--- config.mk ---
export PLATFORM = sky130hd
export DESIGN_NAME = idc_top
export DESIGN_NICKNAME = d
export VERILOG_FILES = /design/src/hdl/idc_pkg.sv /design/src/hdl/idc_top.sv
export SDC_FILE = /design/constraint.sdc
export NUM_CORES = 1
export LEC_CHECK = 0
export ABC_CLOCK_PERIOD_IN_PS = 6700
export BUFFER_PORTS_ARGS = -buffer_cell sky130_fd_sc_hd__buf_4
export CORE_UTILIZATION = 57
export CTS_CLUSTER_DIAMETER = 120
export DETAILED_ROUTE_END_ITERATION = 8
export PLACE_DENSITY = 0.92
export SETUP_SLACK_MARGIN = 0.3
export SLEW_MARGIN = 20
export SYNTH_ARGS = -nofsm -noshare
export SYNTH_HDL_FRONTEND = slang
export SYNTH_SLANG_ARGS = --single-unit
--- constraint.sdc ---
create_clock -name mclk -period 6.7 [get_ports mclk]
set_input_delay 0.335 -clock mclk [delete_from_list [all_inputs] [get_ports mclk]]
set_output_delay 0.335 -clock mclk [all_outputs]
set_load 0.005 [all_outputs]
--- src/hdl/idc_pkg.sv ---
/*
  Constants, register layout and carrier types for the legacy I/O decode,
  PCI interrupt steering and general chip select block.
  Assumes a 32-bit APB slave port and 16-bit I/O addresses from the PCI side.
*/
package idc_pkg;

  // Register indices; byte address is four times the index
  localparam logic [7:0] IDX_DECODE_CONTROL_TWO  = 8'h5B;
  localparam logic [7:0] IDX_PCI_IRQ_STEER_ONE   = 8'h5C;
  localparam logic [7:0] IDX_PCI_IRQ_STEER_TWO   = 8'h5D;
  localparam logic [7:0] IDX_CHIP_SELECT_BASE    = 8'h70;
  localparam logic [7:0] IDX_CHIP_SELECT_CONTROL = 8'h72;

  // Reset values and decode control two write mask
  localparam logic [7:0]  RST_DECODE_CONTROL_TWO  = 8'h20;
  localparam logic [7:0]  RST_PCI_IRQ_STEER       = 8'h00;
  localparam logic [15:0] RST_CHIP_SELECT_BASE    = 16'h0000;
  localparam logic [7:0]  RST_CHIP_SELECT_CONTROL = 8'h00;
  localparam logic [7:0]  DC2_WRITE_MASK          = 8'hBF;

  // Decode control two bit positions
  localparam int DC2_KBD_ALT   = 7;
  localparam int DC2_ROM_POS   = 5;
  localparam int DC2_DISK_SEC  = 4;
  localparam int DC2_DISK_PRI  = 3;
  localparam int DC2_PAR_THREE = 2;
  localparam int DC2_PAR_TWO   = 1;
  localparam int DC2_PAR_ONE   = 0;

  // Chip select control bit positions
  localparam int CSC_ENABLE   = 7;
  localparam int CSC_WRITE_EN = 6;
  localparam int CSC_READ_EN  = 5;
  localparam int CSC_RANGE_HI = 4;

  // Steering codes, field width and line counts
  localparam logic [3:0] STEER_OFF    = 4'h0;
  localparam logic [3:0] STEER_RSVD_A = 4'h2;
  localparam logic [3:0] STEER_RSVD_B = 4'h8;
  localparam logic [3:0] STEER_RSVD_C = 4'hD;
  localparam int         STEER_W      = 4;
  localparam int         NUM_PCI_INT  = 4;
  localparam int         NUM_ISA_IRQ  = 16;

  // Legacy I/O ports
  localparam logic [15:0] KBD_ALT_DATA = 16'h0062;
  localparam logic [15:0] KBD_ALT_CMD  = 16'h0066;
  localparam logic [15:0] DSEC_LO      = 16'h0170;
  localparam logic [15:0] DSEC_HI      = 16'h0177;
  localparam logic [15:0] DSEC_CTL     = 16'h0376;
  localparam logic [15:0] DPRI_LO      = 16'h01F0;
  localparam logic [15:0] DPRI_HI      = 16'h01F7;
  localparam logic [15:0] DPRI_CTL     = 16'h03F6;
  localparam logic [15:0] PAR3_LO      = 16'h0278;
  localparam logic [15:0] PAR3_HI      = 16'h027F;
  localparam logic [15:0] PAR2_LO      = 16'h0378;
  localparam logic [15:0] PAR2_HI      = 16'h037F;
  localparam logic [15:0] PAR1_LO      = 16'h03BC;
  localparam logic [15:0] PAR1_HI      = 16'h03BF;

  typedef struct packed {
    logic [7:0]  decode_control_two;
    logic [7:0]  pci_irq_steering_one;
    logic [7:0]  pci_irq_steering_two;
    logic [15:0] chip_select_base_address;
    logic [7:0]  chip_select_control;
  } idc_regs_t;

  // Registered decode answer for one I/O or ROM cycle
  typedef struct packed {
    logic claim_positive;
    logic claim_subtractive;
    logic isa_forward;
    logic disk_primary_hit;
    logic disk_secondary_hit;
    logic general_chip_select_n;
  } idc_decode_t;

  typedef struct packed {
    idc_regs_t              regs;
    logic [31:0]            prdata;
    idc_decode_t            dec;
    logic [NUM_ISA_IRQ-1:0] isa_irq;
  } idc_state_t;

endpackage

--- src/hdl/idc_top.sv ---
/*
  Legacy I/O decode, PCI interrupt steering and general chip select.
  Assumes APB from software, one I/O cycle description per mclk from the
  PCI target logic, and PCI interrupt lines synchronous to mclk.
*/
// Our own choice: the APB slave port.
module idc_top (
  // Clock and reset
  input  wire  logic                                mclk,
  input  wire  logic                                reset,
  // APB slave
  input  wire  logic                                psel,
  input  wire  logic                                penable,
  input  wire  logic                                pwrite,
  input  wire  logic [11:0]                         paddr,
  input  wire  logic [31:0]                         pwdata,
  input  wire  logic [3:0]                          pstrb,
  output logic       [31:0]                         prdata,
  output logic                                      pready,
  output logic                                      pslverr,
  // Cycle to decode
  input  wire  logic                                io_valid,
  input  wire  logic                                io_write,
  input  wire  logic [15:0]                         io_addr,
  input  wire  logic                                rom_space_hit,
  input  wire  logic                                keyboard_positive,
  // Decode answer
  output logic                                      claim_positive,
  output logic                                      claim_subtractive,
  output logic                                      isa_forward,
  output logic                                      disk_primary_hit,
  output logic                                      disk_secondary_hit,
  output logic                                      disk_primary_enable,
  output logic                                      disk_secondary_enable,
  output logic                                      general_chip_select_n,
  // Interrupts
  input  wire  logic [idc_pkg::NUM_PCI_INT-1:0]     pci_int_n,
  output logic       [idc_pkg::NUM_ISA_IRQ-1:0]     isa_irq
);

  idc_pkg::idc_state_t                       st;
  idc_pkg::idc_state_t                       next_st;
  logic [idc_pkg::NUM_ISA_IRQ-1:0]           line_irq [idc_pkg::NUM_PCI_INT];
  logic [idc_pkg::NUM_PCI_INT*idc_pkg::STEER_W-1:0] steer_fields;

  assign steer_fields = {st.regs.pci_irq_steering_two, st.regs.pci_irq_steering_one};

  // Each PCI line drives at most one IRQ through its steering field; off and reserved codes drive none
  genvar gi;
  generate
    for (gi = 0; gi < idc_pkg::NUM_PCI_INT; gi++) begin : g_steer
      logic [idc_pkg::STEER_W-1:0] code;
      assign code = steer_fields[gi*idc_pkg::STEER_W +: idc_pkg::STEER_W];
      always_comb begin
        line_irq[gi] = '0;
        if (!pci_int_n[gi] && code != idc_pkg::STEER_OFF && code != idc_pkg::STEER_RSVD_A &&
            code != idc_pkg::STEER_RSVD_B && code != idc_pkg::STEER_RSVD_C) begin
          line_irq[gi][code] = 1'b1;
        end
      end
    end
  endgenerate

  logic        setup_phase;
  logic        access_phase;
  logic [9:0]  word_idx;
  logic        mapped;
  logic        in_kbd;
  logic        in_dsec;
  logic        in_dpri;
  logic        in_par3;
  logic        in_par2;
  logic        in_par1;
  logic        cs_window;
  logic [15:0] cs_mask;
  logic [7:0]  dc2;
  logic [7:0]  csc;

  always_comb begin
    next_st      = st;
    dc2          = st.regs.decode_control_two;
    csc          = st.regs.chip_select_control;
    setup_phase  = psel && !penable;
    access_phase = psel && penable;
    word_idx     = paddr[11:2];
    mapped       = (word_idx == {2'b00, idc_pkg::IDX_DECODE_CONTROL_TWO})  ||
                   (word_idx == {2'b00, idc_pkg::IDX_PCI_IRQ_STEER_ONE})   ||
                   (word_idx == {2'b00, idc_pkg::IDX_PCI_IRQ_STEER_TWO})   ||
                   (word_idx == {2'b00, idc_pkg::IDX_CHIP_SELECT_BASE})    ||
                   (word_idx == {2'b00, idc_pkg::IDX_CHIP_SELECT_CONTROL});

    // Read data is captured in the setup phase so it stands in the access phase
    if (setup_phase) begin
      next_st.prdata = 32'h0000_0000;
      if (!pwrite) begin
        if (word_idx == {2'b00, idc_pkg::IDX_DECODE_CONTROL_TWO}) begin
          next_st.prdata[7:0] = dc2;
        end else if (word_idx == {2'b00, idc_pkg::IDX_PCI_IRQ_STEER_ONE}) begin
          next_st.prdata[7:0] = st.regs.pci_irq_steering_one;
        end else if (word_idx == {2'b00, idc_pkg::IDX_PCI_IRQ_STEER_TWO}) begin
          next_st.prdata[7:0] = st.regs.pci_irq_steering_two;
        end else if (word_idx == {2'b00, idc_pkg::IDX_CHIP_SELECT_BASE}) begin
          next_st.prdata[15:0] = st.regs.chip_select_base_address;
        end else if (word_idx == {2'b00, idc_pkg::IDX_CHIP_SELECT_CONTROL}) begin
          next_st.prdata[7:0] = csc;
        end
      end
    end

    // Writes take effect at the access edge, byte lane 0 and 1 only
    if (access_phase && pwrite) begin
      if (word_idx == {2'b00, idc_pkg::IDX_DECODE_CONTROL_TWO} && pstrb[0]) begin
        next_st.regs.decode_control_two = pwdata[7:0] & idc_pkg::DC2_WRITE_MASK;
      end
      if (word_idx == {2'b00, idc_pkg::IDX_PCI_IRQ_STEER_ONE} && pstrb[0]) begin
        next_st.regs.pci_irq_steering_one = pwdata[7:0];
      end
      if (word_idx == {2'b00, idc_pkg::IDX_PCI_IRQ_STEER_TWO} && pstrb[0]) begin
        next_st.regs.pci_irq_steering_two = pwdata[7:0];
      end
      if (word_idx == {2'b00, idc_pkg::IDX_CHIP_SELECT_BASE}) begin
        if (pstrb[0]) begin
          next_st.regs.chip_select_base_address[7:0] = pwdata[7:0];
        end
        if (pstrb[1]) begin
          next_st.regs.chip_select_base_address[15:8] = pwdata[15:8];
        end
      end
      if (word_idx == {2'b00, idc_pkg::IDX_CHIP_SELECT_CONTROL} && pstrb[0]) begin
        next_st.regs.chip_select_control = pwdata[7:0];
      end
    end

    // Legacy range hits
    in_kbd  = dc2[idc_pkg::DC2_KBD_ALT] &&
              (io_addr == idc_pkg::KBD_ALT_DATA || io_addr == idc_pkg::KBD_ALT_CMD);
    in_dsec = (io_addr >= idc_pkg::DSEC_LO && io_addr <= idc_pkg::DSEC_HI) ||
              io_addr == idc_pkg::DSEC_CTL;
    in_dpri = (io_addr >= idc_pkg::DPRI_LO && io_addr <= idc_pkg::DPRI_HI) ||
              io_addr == idc_pkg::DPRI_CTL;
    // The 7BCh, 678h and 778h aliases are never listed, so they fall to subtractive
    in_par3 = io_addr >= idc_pkg::PAR3_LO && io_addr <= idc_pkg::PAR3_HI;
    in_par2 = io_addr >= idc_pkg::PAR2_LO && io_addr <= idc_pkg::PAR2_HI;
    in_par1 = io_addr >= idc_pkg::PAR1_LO && io_addr <= idc_pkg::PAR1_HI;

    // Chip select window: size field masks low address bits
    cs_mask   = {11'h000, csc[idc_pkg::CSC_RANGE_HI:0]};
    cs_window = (io_addr & ~cs_mask) ==
                (st.regs.chip_select_base_address & ~cs_mask);

    next_st.dec = '0;
    next_st.dec.general_chip_select_n = 1'b1;
    if (io_valid) begin
      if (rom_space_hit) begin
        next_st.dec.claim_positive = dc2[idc_pkg::DC2_ROM_POS];
        next_st.dec.isa_forward    = 1'b1;
      end else if (in_dpri) begin
        next_st.dec.claim_positive   = dc2[idc_pkg::DC2_DISK_PRI];
        next_st.dec.disk_primary_hit = dc2[idc_pkg::DC2_DISK_PRI];
        next_st.dec.isa_forward      = !dc2[idc_pkg::DC2_DISK_PRI];
      end else if (in_dsec) begin
        next_st.dec.claim_positive     = dc2[idc_pkg::DC2_DISK_SEC];
        next_st.dec.disk_secondary_hit = dc2[idc_pkg::DC2_DISK_SEC];
        next_st.dec.isa_forward        = !dc2[idc_pkg::DC2_DISK_SEC];
      end else if (in_kbd) begin
        next_st.dec.claim_positive = keyboard_positive;
        next_st.dec.isa_forward    = 1'b1;
      end else if (in_par3) begin
        next_st.dec.claim_positive = dc2[idc_pkg::DC2_PAR_THREE];
        next_st.dec.isa_forward    = 1'b1;
      end else if (in_par2) begin
        next_st.dec.claim_positive = dc2[idc_pkg::DC2_PAR_TWO];
        next_st.dec.isa_forward    = 1'b1;
      end else if (in_par1) begin
        next_st.dec.claim_positive = dc2[idc_pkg::DC2_PAR_ONE];
        next_st.dec.isa_forward    = 1'b1;
      end else begin
        next_st.dec.isa_forward = 1'b1;
      end
      next_st.dec.claim_subtractive = !next_st.dec.claim_positive;
      if (!rom_space_hit && csc[idc_pkg::CSC_ENABLE] && cs_window &&
          ((io_write && csc[idc_pkg::CSC_WRITE_EN]) ||
           (!io_write && csc[idc_pkg::CSC_READ_EN]))) begin
        next_st.dec.general_chip_select_n = 1'b0;
      end
    end

    next_st.isa_irq = '0;
    for (int i = 0; i < idc_pkg::NUM_PCI_INT; i++) begin
      next_st.isa_irq = next_st.isa_irq | line_irq[i];
    end
  end

  always_ff @(posedge mclk or posedge reset) begin
    if (reset) begin
      st                               <= '0;
      st.regs.decode_control_two       <= idc_pkg::RST_DECODE_CONTROL_TWO;
      st.regs.pci_irq_steering_one     <= idc_pkg::RST_PCI_IRQ_STEER;
      st.regs.pci_irq_steering_two     <= idc_pkg::RST_PCI_IRQ_STEER;
      st.regs.chip_select_base_address <= idc_pkg::RST_CHIP_SELECT_BASE;
      st.regs.chip_select_control      <= idc_pkg::RST_CHIP_SELECT_CONTROL;
      st.dec.general_chip_select_n     <= 1'b1;
    end else begin
      st <= next_st;
    end
  end

  // Zero-wait slave
  assign pready  = 1'b1;
  assign pslverr = psel && penable && !mapped;
  assign prdata  = st.prdata;

  assign claim_positive        = st.dec.claim_positive;
  assign claim_subtractive     = st.dec.claim_subtractive;
  assign isa_forward           = st.dec.isa_forward;
  assign disk_primary_hit      = st.dec.disk_primary_hit;
  assign disk_secondary_hit    = st.dec.disk_secondary_hit;
  assign disk_primary_enable   = st.regs.decode_control_two[idc_pkg::DC2_DISK_PRI];
  assign disk_secondary_enable = st.regs.decode_control_two[idc_pkg::DC2_DISK_SEC];
  assign general_chip_select_n = st.dec.general_chip_select_n;
  assign isa_irq               = st.isa_irq;

endmodule // idc_top

==> run_summary.xml, run 1 <==
<?xml version="1.0" encoding="UTF-8"?>
<metrics>
  <group name="route">
    <metric name="wl_per_cell" unit="µm">19.9</metric>
    <metric name="drcViolationCount" unit="">0</metric>
    <metric name="postRouteAntennaNets" unit="">0</metric>
    <metric name="post_drt_via_cell_ratio" unit="">6.15</metric>
    <metric name="detail_route.iter0.violations" unit="">276</metric>
    <metric name="detailedRoute.firstPassIterationCount" unit="">5</metric>
    <metric name="total_length_of_routed_wires" unit="µm">11700</metric>
    <metric name="via_count" unit="">3626</metric>
  </group>
  <group name="pwr">
    <metric name="finalPower" unit="mW">0.970</metric>
    <metric name="p_leak" unit="nW">2.66</metric>
    <metric name="power_density_cells" unit="mW/mm²">178</metric>
    <metric name="irDropWorstVdd" unit="µV">89.2</metric>
  </group>
  <group name="synth">
    <metric name="synth.top_cell.area_share" unit="%">44.1</metric>
    <metric name="yosys.area.top_type" unit="">sky130_fd_sc_hd__dfrtp_1</metric>
    <metric name="post_synthesis_cells" unit="">413</metric>
    <metric name="ys_dominant_reg_cell" unit="">sky130_fd_sc_hd__dfrtp_1</metric>
    <metric name="synth_top_cells_by_area" unit="">sky130_fd_sc_hd__dfrtp_1 44%, sky130_fd_sc_hd__mux2_1 8.8%, sky130_fd_sc_hd__buf_4 8.0%, sky130_fd_sc_hd__mux2_4 5.1%, sky130_fd_sc_hd__mux2i_1 2.5%</metric>
    <metric name="synth_warnings" unit="">0</metric>
    <metric name="syn_area" unit="mm²">0.00471</metric>
    <metric name="synth_seq_area_share" unit="%">45.2</metric>
    <metric name="ys_seq_elements" unit="">85</metric>
    <metric name="synth_edf_count" unit="">0</metric>
    <metric name="post_synth_num_cell_types" unit="">59</metric>
    <metric name="yosys.cell_count.top_type" unit="">sky130_fd_sc_hd__dfrtp_1</metric>
    <metric name="postSynthAreaPerCell" unit="µm²">11.4</metric>
    <metric name="synth-async-reset-ratio" unit="%">100</metric>
    <metric name="synth_top_cells_by_count" unit="">83 x sky130_fd_sc_hd__dfrtp_1, 50 x sky130_fd_sc_hd__buf_4, 37 x sky130_fd_sc_hd__mux2_1, 23 x sky130_fd_sc_hd__nand2_1, 16 x sky130_fd_sc_hd__mux2_4</metric>
  </group>
  <group name="critical_path">
    <metric name="regToRegStartpoint" unit="">g_steer[2].code[3]$_DFFE_PP0P_</metric>
    <metric name="setup.worst_path.start_class" unit="">input pin</metric>
    <metric name="crit_start" unit="">paddr[3]</metric>
    <metric name="timing.critical_path.required" unit="ns">6.36</metric>
    <metric name="timing.critical_path.to_type" unit="">output port</metric>
    <metric name="setup_slack_reg_to_reg" unit="ns">5.25</metric>
    <metric name="worst-path-max-fanout" unit="">17</metric>
    <metric name="cp_data_arrival_time" unit="ns">1.86</metric>
    <metric name="crit_type" unit="">input pin to output port</metric>
    <metric name="reg2reg_depth" unit="">3</metric>
    <metric name="critical_path.reg2reg.endpoint" unit="">isa_irq[5]$_DFF_PP0_</metric>
    <metric name="crit_end" unit="">pslverr</metric>
  </group>
  <group name="placement">
    <metric name="port_buffer_cells" unit="">97</metric>
    <metric name="post-place-cells" unit="">574</metric>
    <metric name="hpwl" unit="µm">8710</metric>
    <metric name="gpl.final_weighted_congestion" unit="">0.908</metric>
    <metric name="dp_slack" unit="ns">4.47</metric>
  </group>
  <group name="final_layout">
    <metric name="instances_no_fill" unit="">590</metric>
    <metric name="finalNetCount" unit="">560</metric>
    <metric name="filler_cell_count" unit="">566</metric>
    <metric name="flow.area_growth_from_synthesis" unit="%">15.3</metric>
    <metric name="drive_gt1_share" unit="%">29.1</metric>
    <metric name="antenna_diode_count" unit="">0</metric>
  </group>
  <group name="flow_run">
    <metric name="maxCapViolations" unit="">0</metric>
  </group>
  <group name="sta">
    <metric name="achievable-frequency" unit="MHz">455</metric>
    <metric name="finalCriticalPeriod" unit="ns">2.20</metric>
    <metric name="finalHoldViolCount" unit="">0</metric>
    <metric name="minimum_setup_slack_in_the_final_design" unit="ns">4.50</metric>
    <metric name="finalCritPeriodShare" unit="%">32.8</metric>
    <metric name="timing.max_slew.rel_slack" unit="%">46.9</metric>
    <metric name="number_of_slew_limit_violations_in_the_final_report" unit="">0</metric>
    <metric name="clock-skew-final" unit="ns">0.00873</metric>
    <metric name="hold-worst-slack" unit="ns">0.168</metric>
    <metric name="worstMarginPinSlew" unit="ns">0.795</metric>
    <metric name="rsz0062_at_grt" unit="">false</metric>
    <metric name="setup-violations-final" unit="">0</metric>
    <metric name="setup_total_negative_slack" unit="ns">0</metric>
  </group>
  <group name="global_routing">
    <metric name="global_route.usage.total" unit="%">29.0</metric>
    <metric name="maximum_number_of_pins_on_one_net_before_global_route_repair" unit="">86</metric>
    <metric name="global_route.overflow_total" unit="">0</metric>
    <metric name="vias_in_the_first_global_route" unit="">3505</metric>
    <metric name="wire_length_of_the_first_global_routing_pass" unit="µm">18900</metric>
    <metric name="antenna_found_initial" unit="">0</metric>
  </group>
  <group name="clocking">
    <metric name="clkLatencyLatePin" unit="ns">0.36</metric>
    <metric name="cts_buffer_depth" unit="">2</metric>
    <metric name="cts_root_buffer" unit="">sky130_fd_sc_hd__clkbuf_8</metric>
    <metric name="worst_setup_hold_path_clk_slew" unit="ns">0.09</metric>
    <metric name="post-cts-setup-buffers" unit="">0</metric>
    <metric name="cts_hold_buf" unit="">0</metric>
    <metric name="cts-buffers-inserted" unit="">9</metric>
    <metric name="post_cts.resized_instances" unit="">0</metric>
    <metric name="cts-htree-levels" unit="">3</metric>
    <metric name="tritoncts_num_sinks" unit="">85</metric>
    <metric name="tritoncts" unit="">yes</metric>
  </group>
  <group name="floorplan">
    <metric name="die-height" unit="µm">92.9</metric>
    <metric name="fp.dieArea" unit="mm²">0.00864</metric>
    <metric name="floorplan.io_pins" unit="">135</metric>
    <metric name="initial_utilization" unit="%">60.1</metric>
    <metric name="core.rowCount" unit="">32</metric>
    <metric name="placeableCoreArea" unit="mm²">0.00785</metric>
    <metric name="floorplan.die.width" unit="µm">92.9</metric>
  </group>
  <group name="run_status">
    <metric name="status" unit="">finished clean</metric>
  </group>
  <group name="worst_hold_path">
    <metric name="timing.hold.worst.class" unit="">input pin to asynchronous set/reset pin</metric>
  </group>
</metrics>
[logic make-up (layout without fill, tap and decap cells)]
family,Yosys count,count (layout),synth area share [%]
xor gates and xnor gates,16,16,2.97
AOI/OAI and AO/OA,65,65,10.4
DFF,85,85,45.2
muxes,65,65,16.5
other,2,21,0.159
and+or+nand+nor,115,115,15.5
buffers and inverters,65,121,9.37
[final cells by class]
cell class	instances	area, µm²	share of cell area [%]
Tap cell	102	128	2.35
Sequential cell	85	2130	39.2
Clock buffer	10	128	2.35
Multi-Input combinational cell	282	2210	40.7
Inverter	7	27.5	0.506
Clock inverter	6	71.3	1.31
Timing Repair Buffer	98	739	13.6
[worst max-delay path, stage by stage]
cell	delay, ns
sky130_fd_sc_hd__buf_4	0.24
sky130_fd_sc_hd__nand3b_1	0.18
sky130_fd_sc_hd__a2111oi_1	0.79
sky130_fd_sc_hd__nor3_1	0.12
sky130_fd_sc_hd__buf_4	0.18
[sequential cells by signal, summed over array words and instances (netlist names)]
| register | count |
|---|---|
| isa_forward | 1 |
| prdata | 16 |
| g_steer.code | 16 |
| disk_primary_hit | 1 |
| dc2 | 7 |
| claim_positive | 1 |
| claim_subtractive | 1 |
| disk_secondary_hit | 1 |
| st | 16 |
| isa_irq | 16 |
| csc | 8 |
| general_chip_select_n | 1 |
[stage by stage]
stage               utilization (%)  cell area (µm²)
floorplan                         -             4790
global placement               66.7             5240
detailed placement             66.7             5240
CTS                            69.2             5430
global route                   69.3             5440
finish                         69.3             5440
[cell usage in the layout (no fill, tap or decap), drive strengths merged, types with 5 or more instances in the layout]
cell,instances
nor2,13
nand2,24
o21ai,11
nand4,6
buf,98
nand3b,7
dfrtp,83
clkbuf,10
nor3,12
and3b,5
nor3b,5
a21oi,5
a32oi,10
o211ai,5
xnor2,13
o22ai,6
conb,21
mux2,53
inv,8
mux2i,12
a22o,9
nand3,10
nor2b,6
[report_power, final]
group	switching [mW]	internal, mW	leakage (nW)	total, mW
registers	0.00152	0.515	1.17	0.517
logic	0.0460	0.0370	1.40	0.0830
clock network	0.195	0.176	0.0935	0.371
total	0.243	0.728	2.66	0.970
[routing by layer]
layer | global-route usage (%) | share of wire (%) | vias up
met5 | 0 | 0 | -
met3 | 3.61 | 7.5 | 22
met1 | 41.6 | 43 | 1812
met2 | 45.3 | 48 | 202
li1 | - | - | 1590
met4 | 10.1 | 1.7 | 0
[worst min-delay path by stage]
stage / slack, ns / to / from / depth (start not counted)
2_1_floorplan: 0.41 / disk_secondary_hit$_DFF_PP0_ / io_addr[7] / 1
3_3_place_gp: 0.47 / prdata[3]$_DFFE_PP0P_ / prdata[3]$_DFFE_PP0P_ / 2
3_5_place_dp: 0.49 / prdata[3]$_DFFE_PP0P_ / prdata[3]$_DFFE_PP0P_ / 2
4_1_cts: 0.17 / disk_secondary_hit$_DFF_PP0_ / io_addr[7] / 2
5_1_grt: 0.17 / disk_secondary_hit$_DFF_PP0_ / io_addr[7] / 2
6_report: 0.17 / prdata[6]$_DFFE_PP0P_ / reset / 3
Note: power is estimated with default switching activity, not from simulation.
==> run 2, diff against run 1 <==
Settings changed: ABC_CLOCK_PERIOD_IN_PS 6700 to 1800, CORE_UTILIZATION 57 to 47, PLACE_DENSITY 0.92 to 0.82.
Clock period 6.7 ns to 1.8 ns, I/O delays scaled along.
==> run 2 against run 1 <==
  * Worst hold slack got worse by 0.12 ns
  * Cell count rose by 11%
  * Clock power rose to 3.8 times the previous value
  * Via count rose by 1.8%
  * Final area rose by 7.2%
  * Utilization fell by 9.4 points
  * Non-clock buffer count rose by 35
  * Clock skew rose by 0.0028 ns
  * Setup slack got worse by 4.1 ns
  * Register-to-register slack got worse by 4.9 ns
  * Critical path depth fell by 1
  * Die area rose by 21%
  * Largest cell class unchanged
  * Largest power group unchanged
==> run_summary.xml, run 2 (synthesis results as in run 1) <==
<?xml version="1.0" encoding="UTF-8"?>
<metrics>
  <group name="placement">
    <metric name="hpwl" unit="µm">8750</metric>
    <metric name="port_buffer_cells" unit="">97</metric>
    <metric name="dp_slack" unit="ns">0.00880</metric>
    <metric name="placement.cell_area" unit="mm²">0.00540</metric>
    <metric name="gpl.final_weighted_congestion" unit="">0.905</metric>
  </group>
  <group name="sta">
    <metric name="worstMarginPinSlew" unit="ns">0.564</metric>
    <metric name="finalHoldViolCount" unit="">0</metric>
    <metric name="setup_total_negative_slack" unit="ns">0</metric>
    <metric name="rsz0062_at_grt" unit="">false</metric>
    <metric name="setup-violations-final" unit="">0</metric>
    <metric name="clock-skew-final" unit="ns">0.0115</metric>
    <metric name="number_of_slew_limit_violations_in_the_final_report" unit="">0</metric>
    <metric name="minimum_setup_slack_in_the_final_design" unit="ns">0.354</metric>
    <metric name="finalCriticalPeriod" unit="ns">1.45</metric>
    <metric name="timing.max_slew.rel_slack" unit="%">62.3</metric>
    <metric name="finalCritPeriodShare" unit="%">80.3</metric>
    <metric name="achievable-frequency" unit="MHz">692</metric>
  </group>
  <group name="final_layout">
    <metric name="filler_cell_count" unit="">799</metric>
    <metric name="multiInputGateArea" unit="mm²">0.00222</metric>
    <metric name="finish.instance_area" unit="mm²">0.00583</metric>
    <metric name="antenna_diode_count" unit="">0</metric>
    <metric name="most-common-layout-cells" unit="">110 x sky130_fd_sc_hd__buf_4, 83 x sky130_fd_sc_hd__dfrtp_1, 37 x sky130_fd_sc_hd__mux2_1</metric>
    <metric name="finalNetCount" unit="">595</metric>
    <metric name="final_common_cell" unit="">sky130_fd_sc_hd__buf_4</metric>
    <metric name="drive_gt1_share" unit="%">30.6</metric>
    <metric name="flow.area_growth_from_synthesis" unit="%">23.6</metric>
    <metric name="regArea" unit="mm²">0.00213</metric>
  </group>
  <group name="global_routing">
    <metric name="maximum_number_of_pins_on_one_net_before_global_route_repair" unit="">72</metric>
    <metric name="wire_length_of_the_first_global_routing_pass" unit="µm">18300</metric>
    <metric name="global_route.overflow_total" unit="">0</metric>
    <metric name="antenna_found_initial" unit="">0</metric>
    <metric name="global_route.usage.total" unit="%">23.4</metric>
    <metric name="vias_in_the_first_global_route" unit="">3514</metric>
  </group>
  <group name="critical_path">
    <metric name="crit_type" unit="">flip-flop to flip-flop</metric>
    <metric name="cpPeakStageDelay" unit="ns">0.47</metric>
    <metric name="regToRegStartpoint" unit="">dc2[7]$_DFFE_PP0P_</metric>
    <metric name="reg2reg_depth" unit="">4</metric>
    <metric name="setup.worst_path.start_class" unit="">flip-flop</metric>
    <metric name="critical_path.cell_chain" unit="">or4b_1 -&gt; nor3_1 -&gt; a211o_1 -&gt; a41o_1</metric>
    <metric name="worst-path-max-fanout" unit="">3</metric>
    <metric name="cp_data_arrival_time" unit="ns">1.75</metric>
    <metric name="timing.critical_path.required" unit="ns">2.10</metric>
    <metric name="timing.critical_path.to_type" unit="">flip-flop</metric>
    <metric name="setup_slack_reg_to_reg" unit="ns">0.35</metric>
    <metric name="critical_path.reg2reg.endpoint" unit="">claim_positive$_DFF_PP0_</metric>
    <metric name="slowest_library_cell_on_the_worst_path" unit="">sky130_fd_sc_hd__or4b_1</metric>
  </group>
  <group name="clocking">
    <metric name="cts_buffer_depth" unit="">2</metric>
    <metric name="tritoncts" unit="">yes</metric>
    <metric name="worst_setup_hold_path_clk_slew" unit="ns">0.09</metric>
    <metric name="tritoncts_num_sinks" unit="">85</metric>
    <metric name="cts-buffers-inserted" unit="">9</metric>
    <metric name="clkLatencyLatePin" unit="ns">0.36</metric>
    <metric name="cts_root_buffer" unit="">sky130_fd_sc_hd__clkbuf_8</metric>
    <metric name="cts-htree-levels" unit="">3</metric>
  </group>
  <group name="route">
    <metric name="wl_per_cell" unit="µm">18.1</metric>
    <metric name="highest-signal-layer" unit="">met4</metric>
    <metric name="wirelength_met1" unit="µm">5270</metric>
    <metric name="post_drt_via_cell_ratio" unit="">5.63</metric>
    <metric name="via_count" unit="">3693</metric>
    <metric name="postRouteAntennaNets" unit="">0</metric>
    <metric name="detailedRoute.firstPassIterationCount" unit="">5</metric>
    <metric name="met2WireLength" unit="µm">5580</metric>
    <metric name="drcViolationCount" unit="">0</metric>
    <metric name="met3RoutedLength" unit="µm">666</metric>
    <metric name="detail_route.iter0.violations" unit="">331</metric>
    <metric name="total_length_of_routed_wires" unit="µm">11900</metric>
  </group>
  <group name="pwr">
    <metric name="power_switching_share" unit="%">25.2</metric>
    <metric name="power.internal" unit="mW">2.76</metric>
    <metric name="irDropWorstVdd" unit="µV">488</metric>
    <metric name="p_leak" unit="nW">2.83</metric>
    <metric name="part_of_the_power_in_the_clock_network" unit="%">38.0</metric>
    <metric name="power_density_cells" unit="mW/mm²">632</metric>
    <metric name="p_switching" unit="mW">0.928</metric>
    <metric name="power_frac_comb" unit="%">9.8</metric>
    <metric name="register_share_of_total_power" unit="%">52.2</metric>
  </group>
  <group name="floorplan">
    <metric name="floorplan.die.width" unit="µm">102</metric>
    <metric name="initial_utilization" unit="%">48.5</metric>
    <metric name="fp.dieArea" unit="mm²">0.0104</metric>
    <metric name="core.rowCount" unit="">36</metric>
    <metric name="die-height" unit="µm">102</metric>
    <metric name="placeableCoreArea" unit="mm²">0.00973</metric>
    <metric name="floorplan.io_pins" unit="">135</metric>
  </group>
  <group name="worst_hold_path">
    <metric name="whs_path_depth" unit="">3</metric>
    <metric name="timing.hold.worst_endpoint" unit="">isa_irq[3]$_DFF_PP0_</metric>
    <metric name="startpoint_of_the_lowest_slack_hold_path" unit="">pci_int_n[2]</metric>
    <metric name="timing.hold.worst.class" unit="">input pin to flip-flop</metric>
  </group>
  <group name="run_status">
    <metric name="status" unit="">finished clean</metric>
  </group>
  <group name="flow_run">
    <metric name="maxCapViolations" unit="">0</metric>
  </group>
</metrics>
-- run 2: worst max-delay path by stage --
stage	start	to	slack, ns	depth (start not counted)
2_1_floorplan	paddr[2]	st[70]$_DFFE_PP0P_	0.30	5
3_3_place_gp	paddr[2]	st[72]$_DFFE_PP0P_	0.06	5
3_5_place_dp	paddr[2]	st[75]$_DFFE_PP0P_	0.009	5
4_1_cts	paddr[2]	pslverr	0.32	7
5_1_grt	paddr[2]	pslverr	0.30	7
6_report	dc2[7]$_DFFE_PP0P_	claim_positive$_DFF_PP0_	0.35	4
-- run 2: per-stage QoR --
stage                     power, mW  hold slack (ns)  cells  util, %
final                          3.68           0.0514    656     59.9
after detailed placement       2.28           0.0923    618     55.5
after global routing           3.82           0.0678    656     59.9
after CTS                      3.69         0.000736    653     59.6
after global placement         2.27           0.0755    618     55.5
after floorplan                2.12            0.161    432        -
-- run 2: repair_timing --
| action | CTS | global route |
|---|---|---|
| pin swaps | 0 | 1 |
| gates resized for setup | 1 | 2 |
| hold endpoints to repair | 43 | 1 |
| setup endpoints to repair | 1 | 2 |
| setup buffers | 0 | 2 |
| hold buffers | 19 | 1 |
-- run 2: critical path, delay by kind of cell, from the launching register on --
kind | cells | cell delay [ns]
AOI/OAI and AO/OA | 2 | 0.32
DFF | 1 | 0.42
and+or+nand+nor | 2 | 0.65
-- run 2: power by group through the flow --
stage / sequential (mW) / combinational [mW] / clock (mW)
after CTS: 1.92 / 0.353 / 1.42
after global placement: 1.96 / 0.311 / 0
final: 1.92 / 0.361 / 1.40
after global routing: 1.92 / 0.394 / 1.50
after floorplan: 1.96 / 0.161 / 0
after detailed placement: 1.96 / 0.318 / 0
-- run 2: layout make-up --
type                            count  area share [%]
Timing Repair Buffer              133            18.5
Clock buffer                        9            2.13
Multi-Input combinational cell    282            38.1
Tap cell                          133            2.86
Clock inverter                      7            1.33
Inverter                            7           0.515
Sequential cell                    85            36.5
-- run 2: per-layer routing --
layer  global-route usage, %  vias to the layer above
met5                       0                        -
met4                    9.34                        0
met3                    3.97                       35
met2                    37.0                      165
met1                    32.0                     1823
li1                        -                     1670
